**src/sref_pkg.sv**
```systemverilog
// Shared constants and types for the serial receive error-flag block
package sref_pkg;

    localparam int DATA_W = 32;
    localparam int ADDR_W = 8;
    typedef logic [DATA_W-1:0] sref_word_t;
    typedef logic [ADDR_W-1:0] sref_addr_t;

    // Register byte offsets
    localparam sref_addr_t OFF_CTRL = 8'h00;
    localparam sref_addr_t OFF_STATUS = 8'h04;
    localparam sref_addr_t OFF_DATA = 8'h08;
    localparam sref_addr_t OFF_IRQ_STAT = 8'h0c;
    localparam sref_addr_t OFF_IRQ_MASK = 8'h10;
    localparam sref_addr_t OFF_BAUD = 8'h14;

    // Control register fields
    localparam int CTRL_RX_EN = 0;
    localparam int CTRL_SYNC = 1;
    localparam int CTRL_PAR_EN = 2;
    localparam int CTRL_PAR_ODD = 3;
    localparam int CTRL_TWO_STOP = 4;
    localparam int CTRL_STANDBY = 5;
    localparam int CTRL_W = 6;
    localparam logic [CTRL_W-1:0] CTRL_RESET = 6'h00;

    // Status bit positions, shared by interrupt status and mask
    localparam int ST_FULL = 6;
    localparam int ST_FRAME = 4;
    localparam int ST_PARITY = 3;
    localparam sref_word_t FLAG_BITS = 32'h0000_0058;

    // Flag indices
    localparam int NFLAGS = 3;
    localparam int FL_FULL = 0;
    localparam int FL_PARITY = 1;
    localparam int FL_FRAME = 2;
    localparam int FLAG_POS [NFLAGS] = '{ST_FULL, ST_PARITY, ST_FRAME};

    // Bit timing: 16 samples per bit, sample tick every BAUD+1 clocks
    localparam int BAUD_W = 16;
    localparam logic [BAUD_W-1:0] BAUD_RESET = 16'h0043;
    localparam logic [3:0] START_MID = 4'h7;
    localparam logic [3:0] LAST_TICK = 4'hf;
    localparam logic [2:0] LAST_DATA_BIT = 3'h7;

    typedef enum logic [5:0]
    {
        RX_IDLE = 6'h01,
        RX_START = 6'h02,
        RX_DATA = 6'h04,
        RX_PARITY = 6'h08,
        RX_STOP1 = 6'h10,
        RX_STOP2 = 6'h20
    } sref_rx_state_t;

endpackage : sref_pkg

```
**src/sref_rx_if.sv**
```systemverilog
// Interface between the flag logic and the character receiver
`timescale 1ns/1ps
interface sref_rx_if;
    logic en;
    logic tick;
    logic line;
    logic par_en;
    logic par_odd;
    logic two_stop;
    logic done;
    logic [7:0] data;
    logic frame_err;
    logic par_err;

    modport ctl (output en, tick, line, par_en, par_odd, two_stop,
                 input done, data, frame_err, par_err);
    modport rcv (input en, tick, line, par_en, par_odd, two_stop,
                 output done, data, frame_err, par_err);
endinterface : sref_rx_if

```
**src/sref_rx_frame.sv**
```systemverilog
// Asynchronous character receiver with stop and parity checks
`timescale 1ns/1ps
module sref_rx_frame
(
    // Clock and reset
    input wire logic clk,
    input wire logic rst_n,
    // Control and results
    sref_rx_if.rcv rx
);
    import sref_pkg::*;

    sref_rx_state_t state;
    logic [3:0] cnt;
    logic [2:0] bit_idx;
    logic [7:0] shift;
    logic sample;

    assign sample = rx.tick && (cnt == LAST_TICK);

    always_ff @(posedge clk or negedge rst_n)
    begin
        if (!rst_n)
        begin
            state <= RX_IDLE;
            cnt <= 4'h0;
            bit_idx <= 3'h0;
            shift <= 8'h00;
            rx.done <= 1'b0;
            rx.data <= 8'h00;
            rx.frame_err <= 1'b0;
            rx.par_err <= 1'b0;
        end
        else
        begin
            rx.done <= 1'b0;
            if (rx.tick && state != RX_IDLE)
                cnt <= cnt + 4'h1;
            // Disable drops any partial character
            if (!rx.en)
                state <= RX_IDLE;
            else
            begin
                case (state)
                    RX_IDLE:
                        if (!rx.line)
                        begin
                            state <= RX_START;
                            cnt <= 4'h0;
                        end
                    RX_START:
                        if (rx.tick && cnt == START_MID)
                        begin
                            // Glitch, not a start bit
                            state <= rx.line ? RX_IDLE : RX_DATA;
                            cnt <= 4'h0;
                            bit_idx <= 3'h0;
                            rx.par_err <= 1'b0;
                        end
                    RX_DATA:
                        if (sample)
                        begin
                            shift <= {rx.line, shift[7:1]};
                            bit_idx <= bit_idx + 3'h1;
                            if (bit_idx == LAST_DATA_BIT)
                                state <= rx.par_en ? RX_PARITY : RX_STOP1;
                        end
                    RX_PARITY:
                        if (sample)
                        begin
                            rx.par_err <= ((^shift) ^ rx.line) != rx.par_odd;
                            state <= RX_STOP1;
                        end
                    RX_STOP1:
                        if (sample)
                        begin
                            rx.done <= 1'b1;
                            rx.data <= shift;
                            rx.frame_err <= !rx.line;
                            state <= rx.two_stop ? RX_STOP2 : RX_IDLE;
                        end
                    RX_STOP2:
                        if (sample)
                            state <= RX_IDLE;
                    default:
                        state <= RX_IDLE;
                endcase
            end
        end
    end

endmodule : sref_rx_frame

```
**src/sref_top.sv**
```systemverilog
// Serial receive error flags with APB register access
//
// Behaviour
// Framing flag sets in async mode when the checked stop bit reads 0.
// Framing condition is raised during async reception as abnormal termination.
// With two stop bits only the first one is checked.
// Framing error still loads the holding buffer but not the full flag.
// Reception is halted while the framing flag is 1.
// Clocked synchronous mode halts transmission while an error flag is set.
// Reset or software standby force both error flags to 0.
// Framing flag clears only on write 0 after reading it as 1.
// Clearing the receive enable leaves the framing flag unchanged.
// Parity flag sets on parity mismatch with parity enabled in async mode.
// Parity error still loads the holding buffer but not the full flag.
// Reception is halted while the parity flag is 1.
// Parity flag clears only on write 0 after reading it as 1.
// Clearing the receive enable leaves the parity flag unchanged.
// Full flag sets only on error-free completion with buffer load.
// Software writes only 0 to the flags, only to clear them.
// Writing 1 to an error flag does not change it.
//
// The implementer's own choices: the address map and register access over APB.
`timescale 1ns/1ps
module sref_top
(
    // Clock and reset
    input wire logic sys_clk,
    input wire logic arst_n,
    // APB slave
    input wire logic psel,
    input wire logic penable,
    input wire logic pwrite,
    input wire sref_pkg::sref_addr_t paddr,
    input wire sref_pkg::sref_word_t pwdata,
    output sref_pkg::sref_word_t prdata,
    output logic pready,
    output logic pslverr,
    // Serial line
    input wire logic rxd,
    // Status outputs
    output logic tx_halt,
    output logic irq
);
    import sref_pkg::*;

    function automatic logic hit(input sref_addr_t a, input sref_addr_t off);
        return a == off;
    endfunction : hit

    function automatic logic mapped(input sref_addr_t a);
        return hit(a, OFF_CTRL) || hit(a, OFF_STATUS) || hit(a, OFF_DATA)
            || hit(a, OFF_IRQ_STAT) || hit(a, OFF_IRQ_MASK) || hit(a, OFF_BAUD);
    endfunction : mapped

    logic [1:0] rst_pipe;
    logic rst_n;
    logic rxd_s1;
    logic rxd_s2;
    logic rxd_s3;
    logic rx_line;
    logic [BAUD_W-1:0] baud_div;
    logic [BAUD_W-1:0] baud_cnt;
    logic tick;
    logic [CTRL_W-1:0] ctrl;
    logic standby;
    logic [7:0] rx_holding_buffer;
    logic [NFLAGS-1:0] evt;
    wire [NFLAGS-1:0] flag;
    sref_word_t irq_stat;
    sref_word_t irq_mask;
    sref_word_t evt_word;
    sref_word_t status_word;
    sref_word_t next_prdata;
    sref_word_t next_irq_stat;
    logic setup;
    logic wr;
    logic rd;
    logic wr_stat;
    logic rd_stat;
    logic rd_irq;
    logic frame_fault_flag;
    logic parity_fault_flag;
    logic rx_full_flag;

    sref_rx_if rx_bus ();

    // Reset: asynchronous assert, synchronous release
    always_ff @(posedge sys_clk or negedge arst_n)
    begin
        if (!arst_n)
            rst_pipe <= 2'b00;
        else
            rst_pipe <= {rst_pipe[0], 1'b1};
    end

    assign rst_n = rst_pipe[1];

    // Receive pin: first stage feeds only the second
    always_ff @(posedge sys_clk or negedge rst_n)
    begin
        if (!rst_n)
        begin
            rxd_s1 <= 1'b1;
            rxd_s2 <= 1'b1;
            rxd_s3 <= 1'b1;
        end
        else
        begin
            rxd_s1 <= rxd;
            rxd_s2 <= rxd_s1;
            rxd_s3 <= rxd_s2;
        end
    end

    // Line level follows only once two stages agree
    always_ff @(posedge sys_clk or negedge rst_n)
    begin
        if (!rst_n)
            rx_line <= 1'b1;
        else if (rxd_s2 == rxd_s3)
            rx_line <= rxd_s3;
    end

    // Oversampling tick divider
    always_ff @(posedge sys_clk or negedge rst_n)
    begin
        if (!rst_n)
        begin
            baud_cnt <= '0;
            tick <= 1'b0;
        end
        // Compare with >= so a divisor lowered mid-count wraps at once
        else if (baud_cnt >= baud_div)
        begin
            baud_cnt <= '0;
            tick <= 1'b1;
        end
        else
        begin
            baud_cnt <= baud_cnt + 16'h0001;
            tick <= 1'b0;
        end
    end

    // Bus decode; slave never inserts wait states
    assign setup = psel && !penable;
    assign wr = psel && penable && pwrite;
    assign rd = psel && penable && !pwrite;
    assign wr_stat = wr && hit(paddr, OFF_STATUS);
    assign rd_stat = rd && hit(paddr, OFF_STATUS);
    assign rd_irq = rd && hit(paddr, OFF_IRQ_STAT);
    assign pready = 1'b1;

    // Control register
    always_ff @(posedge sys_clk or negedge rst_n)
    begin
        if (!rst_n)
            ctrl <= CTRL_RESET;
        else if (wr && hit(paddr, OFF_CTRL))
            ctrl <= pwdata[CTRL_W-1:0];
    end

    assign standby = ctrl[CTRL_STANDBY];

    // Baud divisor and interrupt mask
    always_ff @(posedge sys_clk or negedge rst_n)
    begin
        if (!rst_n)
        begin
            baud_div <= BAUD_RESET;
            irq_mask <= '0;
        end
        else if (wr && hit(paddr, OFF_BAUD))
            baud_div <= pwdata[BAUD_W-1:0];
        else if (wr && hit(paddr, OFF_IRQ_MASK))
            irq_mask <= pwdata & FLAG_BITS;
    end

    // Receiver hookup; the enable bit gates reception only, never the flags
    assign rx_bus.en = ctrl[CTRL_RX_EN] && !ctrl[CTRL_SYNC] && !standby
        && !frame_fault_flag
        && !parity_fault_flag;
    assign rx_bus.tick = tick;
    assign rx_bus.line = rx_line;
    assign rx_bus.par_en = ctrl[CTRL_PAR_EN];
    assign rx_bus.par_odd = ctrl[CTRL_PAR_ODD];
    assign rx_bus.two_stop = ctrl[CTRL_TWO_STOP];

    // Receiver idles in clocked synchronous mode; flags outlive it
    sref_rx_frame u_rx
    (
        .clk(sys_clk),
        .rst_n(rst_n),
        .rx(rx_bus)
    );

    // Every finished character lands in the buffer, good or not
    always_ff @(posedge sys_clk or negedge rst_n)
    begin
        if (!rst_n)
            rx_holding_buffer <= 8'h00;
        else if (rx_bus.done)
            rx_holding_buffer <= rx_bus.data;
    end

    // Flag set events
    always_comb
    begin
        evt = '0;
        evt[FL_FULL] = rx_bus.done && !rx_bus.frame_err && !rx_bus.par_err;
        evt[FL_FRAME] = rx_bus.done && rx_bus.frame_err;
        evt[FL_PARITY] = rx_bus.done && rx_bus.par_err;
    end

    // Flags: cleared by writing 0 after a read returned 1; set wins over clear
    for (genvar i = 0; i < NFLAGS; i++)
    begin : g_flag
        logic fl;
        logic clr;
        logic armed;

        // A clear needs a fresh read each time; arming drops after use
        assign clr = wr_stat && !pwdata[FLAG_POS[i]] && armed;
        assign flag[i] = fl;

        always_ff @(posedge sys_clk or negedge rst_n)
        begin
            if (!rst_n)
                fl <= 1'b0;
            else if (standby)
                fl <= 1'b0;
            else if (evt[i])
                fl <= 1'b1;
            else if (clr)
                fl <= 1'b0;
        end

        // Arming uses the value actually returned to software
        always_ff @(posedge sys_clk or negedge rst_n)
        begin
            if (!rst_n)
                armed <= 1'b0;
            else if (standby || clr)
                armed <= 1'b0;
            else if (rd_stat && prdata[FLAG_POS[i]])
                armed <= 1'b1;
        end
    end

    // Named views of the flag vector
    assign frame_fault_flag = flag[FL_FRAME];
    assign parity_fault_flag = flag[FL_PARITY];
    assign rx_full_flag = flag[FL_FULL];

    // Only the clocked synchronous transmitter is stopped by an error
    always_ff @(posedge sys_clk or negedge rst_n)
    begin
        if (!rst_n)
            tx_halt <= 1'b0;
        else
            tx_halt <= ctrl[CTRL_SYNC] && (frame_fault_flag || parity_fault_flag);
    end

    // Status and interrupt words share one bit layout
    always_comb
    begin
        status_word = '0;
        status_word[ST_FULL] = rx_full_flag;
        status_word[ST_FRAME] = frame_fault_flag;
        status_word[ST_PARITY] = parity_fault_flag;
        evt_word = '0;
        evt_word[ST_FULL] = evt[FL_FULL];
        evt_word[ST_FRAME] = evt[FL_FRAME];
        evt_word[ST_PARITY] = evt[FL_PARITY];
    end

    // Interrupt status: read clears the bits returned, a new event wins
    always_comb
    begin
        next_irq_stat = irq_stat;
        if (rd_irq)
            next_irq_stat = irq_stat & ~prdata;
        next_irq_stat = next_irq_stat | evt_word;
    end

    // Sticky event bits, one per flag position
    always_ff @(posedge sys_clk or negedge rst_n)
    begin
        if (!rst_n)
            irq_stat <= '0;
        else
            irq_stat <= next_irq_stat;
    end

    // Registered so the pin cannot glitch while the bus decodes
    always_ff @(posedge sys_clk or negedge rst_n)
    begin
        if (!rst_n)
            irq <= 1'b0;
        else
            irq <= |(irq_stat & irq_mask);
    end

    // Read data is captured in the setup cycle so the access edge sees it stable
    always_comb
    begin
        next_prdata = '0;
        case (1'b1)
            hit(paddr, OFF_CTRL):
                next_prdata[CTRL_W-1:0] = ctrl;
            hit(paddr, OFF_STATUS):
                next_prdata = status_word;
            hit(paddr, OFF_DATA):
                next_prdata[7:0] = rx_holding_buffer;
            hit(paddr, OFF_IRQ_STAT):
                next_prdata = irq_stat;
            hit(paddr, OFF_IRQ_MASK):
                next_prdata = irq_mask;
            hit(paddr, OFF_BAUD):
                next_prdata[BAUD_W-1:0] = baud_div;
            default:
                next_prdata = '0;
        endcase
    end

    always_ff @(posedge sys_clk or negedge rst_n)
    begin
        if (!rst_n)
        begin
            prdata <= '0;
            pslverr <= 1'b0;
        end
        else if (setup)
        begin
            prdata <= pwrite ? '0 : next_prdata;
            pslverr <= !mapped(paddr);
        end
        else if (!psel)
        begin
            prdata <= '0;
            pslverr <= 1'b0;
        end
    end

endmodule : sref_top

```
**config.mk**
```make
export PLATFORM = sky130hd
export DESIGN_NAME = sref_top
export DESIGN_NICKNAME = d
export VERILOG_FILES = /design/src/sref_pkg.sv /design/src/sref_rx_if.sv /design/src/sref_rx_frame.sv /design/src/sref_top.sv
export SDC_FILE = /design/constraint.sdc
export NUM_CORES = 1
export LEC_CHECK = 0
export BUFFER_PORTS_ARGS = -buffer_cell sky130_fd_sc_hd__buf_2
export CORE_ASPECT_RATIO = 0.8
export CORE_MARGIN = 4
export CORE_UTILIZATION = 52
export DETAILED_ROUTE_END_ITERATION = 12
export PLACE_DENSITY_LB_ADDON = 0.05
export SYNTH_ARGS = -nofsm -noshare
export SYNTH_HDL_FRONTEND = slang
export SYNTH_SLANG_ARGS = --single-unit
```
**constraint.sdc**
```tcl
create_clock -name sys_clk -period 4.47 [get_ports sys_clk]
set_input_delay 0.894 -clock sys_clk [delete_from_list [all_inputs] [get_ports sys_clk]]
set_output_delay 0.894 -clock sys_clk [all_outputs]
set_load 0.05 [all_outputs]
```
**After elaboration in Yosys (flattened, before gate mapping)**

Index checks and enable logic that the tools add are counted.

- Register bits after elaboration: 161
- Output and inout bits: 36
- Input port bits: 46

- Magnitude comparators: 1
- Mux-type cells: 71
- Bitwise operators: 6
- Equal/unequal tests: 28
- Add/subtract/negate cells: 3
- Reductions and logical operators: 70

Operator list:

| operator | number |
|---|---|
| $mux 32 | 4 |
| $mux 6 | 15 |
| $mux 16 | 5 |
| $mux 8 | 6 |
| $pmux 6 s6 | 1 |
| $and 32x32->32 | 1 |
| $and 32x7->32 | 1 |
| $not 32->32 | 1 |
| $or 32x7->32 | 1 |
| $reduce_or 32->1 | 1 |
| $logic_and 1x1->1 | 31 |
| $mux 1 | 23 |
| $ne 3x3->1 const B | 7 |
| $add 16x1->16 const B | 1 |
| $eq 8x4->1 const B | 2 |
| $eq 8x5->1 const B | 2 |
| $ge 16x16->1 | 1 |
| $mux 4 | 4 |
| $logic_not 1->1 | 13 |
| $mux 2 | 6 |
| $reduce_bool 2->1 | 5 |
| $logic_or 1x1->1 | 9 |
| $mux 3 | 3 |
| $reduce_bool 3->1 | 3 |
| 28 further kinds | 33 |

**Depth between registers and ports, before layout**

- Word-level depth: 9
- Gate-level depth with buffers: 9
- Depth with buffers taken out: 7

**Hierarchy**

From an unflattened synthesis, not the netlist that was laid out.

- Cells, all modules: 635
- Area, all modules: 7332.0 um2

Modules (own cells, without submodules):

| module | cells each | area each (um2) | instances |
|---|---|---|---|
| sref_top | 482 | 5620.4 | 1 |
| sref_rx_frame | 153 | 1711.6 | 1 |

**Worst setup path before layout**

Ideal clock, no wire load.

- Path type: input to register
- Start: input paddr[4]
- End: register irq_stat[4]
- Buffers on the path: 2
- Stages: 7
- Data required time: 4.349 ns
- Library setup time: 0.121 ns
- Data arrival time: 2.531 ns
- Path slack: 1.818 ns
- Cells stage by stage: nor4_4 -> and3_1 -> buf_2 -> nor3b_1 -> clkbuf_1 -> nand2_1 -> a22o_1

- Word-level cells in the longest chain between the ends: 4

Ends and longest elaborated chain:

| element | line | text |
|---|---|---|
| from (decl) | sref_top.sv:33 | `input wire sref_pkg::sref_addr_t paddr,` |
| $eq 8x4->1 | sref_top.sv:47 | `return a == off;` |
| $logic_and 1x1->1 | sref_top.sv:151 | `assign rd_irq = rd && hit(paddr, OFF_IRQ_STAT);` |
| $mux 32 | sref_top.sv:281 | `if (rd_irq)` |
| $or 32x7->32 | sref_top.sv:283 | `next_irq_stat = next_irq_stat \| evt_word;` |
| via next_irq_stat[4] | sref_top.sv:74 | `sref_word_t next_irq_stat;` |
| to (signal assigned) | sref_top.sv:292 | `irq_stat <= next_irq_stat;` |
| to (decl) | sref_top.sv:69 | `sref_word_t irq_stat;` |

The timed path passes the listed nets, and every way through them passes these cells.
A chain may end at the register's enable or synchronous reset.

**Worst setup path in the final report**

- Start: input paddr[2]
- End: register irq_stat[6]

The elaborated chain is that of the path after synthesis.

==> run summary <==
Layout Skew = 0.009605 ns
Post-CTS Setup Inserts = 0
Worst setup SP type = primary input
Residual DRC count = 0
Area of the core = 13,740 sq um
CTS clock-pin slew for the worst setup and hold paths = 0.07 ns
CP max FO = 25
First-pass GRT wire length = 27.17 mm
CTS tree = built
HP Class = in -> async
Critical Path Sink Type = flip-flop
Post-synth top area share = 51.96%
WL final = 16.38 mm
Post-cts repair resize count = 0
Post-Place Worst Slack = 1.099 ns
Ports = 82
Critical-path cell list = buf_2 -> nor3b_1 -> and3_1 -> nor3b_2 -> buf_4 -> nand2_1 -> a22o_1
FF-to-FF End = u_rx.rx.data[6]$_DFFE_PN0P_
Ys flop type = dfrtp_1
Final GP Congestion = 0.8323
Post-synth EDFFs = 0
TNS Setup = 0 ns
Number of global-route vias before repair = 5,260
R2r worst-path depth = 4
Syn Std Cell Area = 7368 sq um
IO buf count = 64
FF-to-FF Start = frame_fault_flag$_DFFE_PN0P_
Area grow syn2layout = 15.08%
Deepest level of the CTS H-tree = 4
DPL Wire Length = 11.35 mm
Total power = 3.459 mW
R2R Setup Slk = 1.96 ns
Final Cycle Share = 66.45%
Initial antenna violation count = 0
Top delay family on crit path = simple AND/OR/NAND/NOR gates
Fraction of layout cells with a size suffix above 1 = 19.73%
Ant diodes = 0
Post-DR wirelength/cell = 17.61 um
Leak pwr = 4.017 nW
Std cell rows = 38
Post-Synthesis Cells = 679
GRT overflow = 0
Final Cell Area = 8479 sq um
CP endpoint = irq_stat[6]$_DFF_PN0_
Final hold vios = 0
Seq/Total Area, Yosys = 54.81%
Worst path slowest cell = nor3b_2
Die area = 16,150 sq um
DR vias = 5,326
Final core occ = 61.71%
Worst-Skew Late Latency = 0.42 ns
Vias/cell = 5.727
VDD IR max = 0.3057 mV
Non-Filler Instances = 930
Clock Sinks = 161
Async S/R FF share, synth = 100.0%
# setup viols final = 0
PnR worst setup slack = 1.500 ns
Die width = 141.1 um
Distinct cells, synth = 64
Inserted Clock Buffers = 17
Final nets = 803
Synth Register Bits = 161
Iteration-0 DRC Markers = 375
Slew @ Worst Pin = 1.026 ns
Routed Antenna Nets = 0
Placed cell count = 898
CP startpoint = paddr[2]
Power Dens Cells = 408.0 nW/um^2
Synth area leader = dfrtp_1
Critical Path RT = 4.78 ns
Setup CP Type = in -> reg
Clock Path Buffers = 2
Crit path time final = 2.970 ns
Drt pass-1 iters = 5
Critical path arrival = 3.28 ns
Max frequency = 336.6 MHz
Clock root cell = clkbuf_16
Pin count of the biggest net entering global routing = 84
Gr usage total = 21.25%
Max-cap violations = 0
Die height = 114.5 um
Relative slew margins = 31.62%
CTS Hold Bufs = 0
Status = completed
Crit path buf inv count = 2
Worst path depth = 7
Initial Utilization = 53.62%
Synthesized area per cell = 10.85 sq um
RSZ-0062 raised after global routing = false
Hold slack = 0.2383 ns
Area after DPL = 7843 sq um
Final-report max-slew violation count = 0
Crit-path max cell delay = 0.48 ns
Synth warn = 0
Synth top area cells = dfrtp_1 52%, nand2_1 4.3%, o21ai_0 3.5%
[cell type report]
cell class	instances	area (sq um)
repair buffers	70	377.9
clock inverters	12	180.2
fillers	1121	5261
clock buffers	20	456.7
inverters	27	101.3
multi-input cells	460	3095
well taps	180	225.2
flip-flops and latches	161	4043
[cells in the final DEF (no fill, tap or decap), drive strengths merged, types with 7 or more instances in the layout]
master / instances
a21boi: 30
a21oi: 30
a22o: 23
a22oi: 9
and3: 7
buf: 70
clkbuf: 20
dfrtp: 153
dfstp: 8
ha: 20
inv: 29
mux2: 29
mux2i: 7
nand2: 85
nand3: 17
nand4: 8
nor2: 27
nor2b: 7
nor3: 9
o21ai: 53
o31ai: 7
xnor2: 16
xor2: 8
[cells in the mapped netlist (all sizes together), types with 8 or more instances]
cell and n:
a21boi 30, a21oi 30, a22o 23, a22oi 9, clkbuf 26, dfrtp 153, dfstp 8, ha 20
inv 27, mux2 29, nand2 85, nand3 17, nand4 8, nor2 27, nor3 9, o21ai 53
xnor2 16, xor2 8
[power breakdown]
| part | internal (mW) | switching [mW] | leakage, nW |
|---|---|---|---|
| sequential | 1.54 | 0.104 | 2.07 |
| clock | 0.968 | 0.590 | 0.307 |
| combinational | 0.113 | 0.148 | 1.64 |
| total | 2.62 | 0.842 | 4.02 |
[worst register-to-register path, delay by kind of cell, from the launching register on]
family,cells,cell delay (ns)
simple gates,3,1.64
flops,1,0.42
mux,1,0.34
[how the worst min path moves through the flow]
| stage | depth (start not counted) | to |
|---|---|---|
| final | 1 | rst_pipe[0]$_DFF_PN0_ |
| after floorplan | 0 | rst_pipe[1]$_DFF_PN0_ |
| after CTS | 1 | rst_pipe[0]$_DFF_PN0_ |
| after global placement | 0 | rst_pipe[1]$_DFF_PN0_ |
| after detailed placement | 0 | rxd_s2$_DFF_PN1_ |
| after global routing | 1 | rst_pipe[0]$_DFF_PN0_ |
[layer usage]
metal / vias up / track usage [%] / share of wire, %
met4: 0 / 5.875 / 0.89
met1: 2629 / 31.16 / 49
li1: 2556 / - / -
met3: 12 / 4.635 / 5.2
met2: 129 / 32.24 / 45
met5: - / 0 / 0
[registers in the layout, summed over array words and instances (netlist names), 2 cells and up]
| register | flops |
|---|---|
| baud_cnt | 16 |
| baud_div | 16 |
| ctrl | 6 |
| g_flag.armed | 3 |
| g_flag.fl | 2 |
| irq_mask | 3 |
| irq_stat | 32 |
| prdata | 32 |
| rst_pipe | 2 |
| rx_holding_buffer | 8 |
| u_rx.bit_idx | 3 |
| u_rx.cnt | 4 |
| u_rx.rx.data | 8 |
| u_rx.shift | 8 |
| u_rx.state | 6 |
[kinds of logic after synthesis]
group	count (synthesis)	share of synthesized area, %
mux	36	5.740
fa+ha+maj	21	3.532
xor+xnor	24	2.853
flops	161	54.81
simple gates	194	13.04
buf+inv	59	3.294
compound gates	183	16.68
other cells	1	0.05089
(Power assumes the default switching activity.)
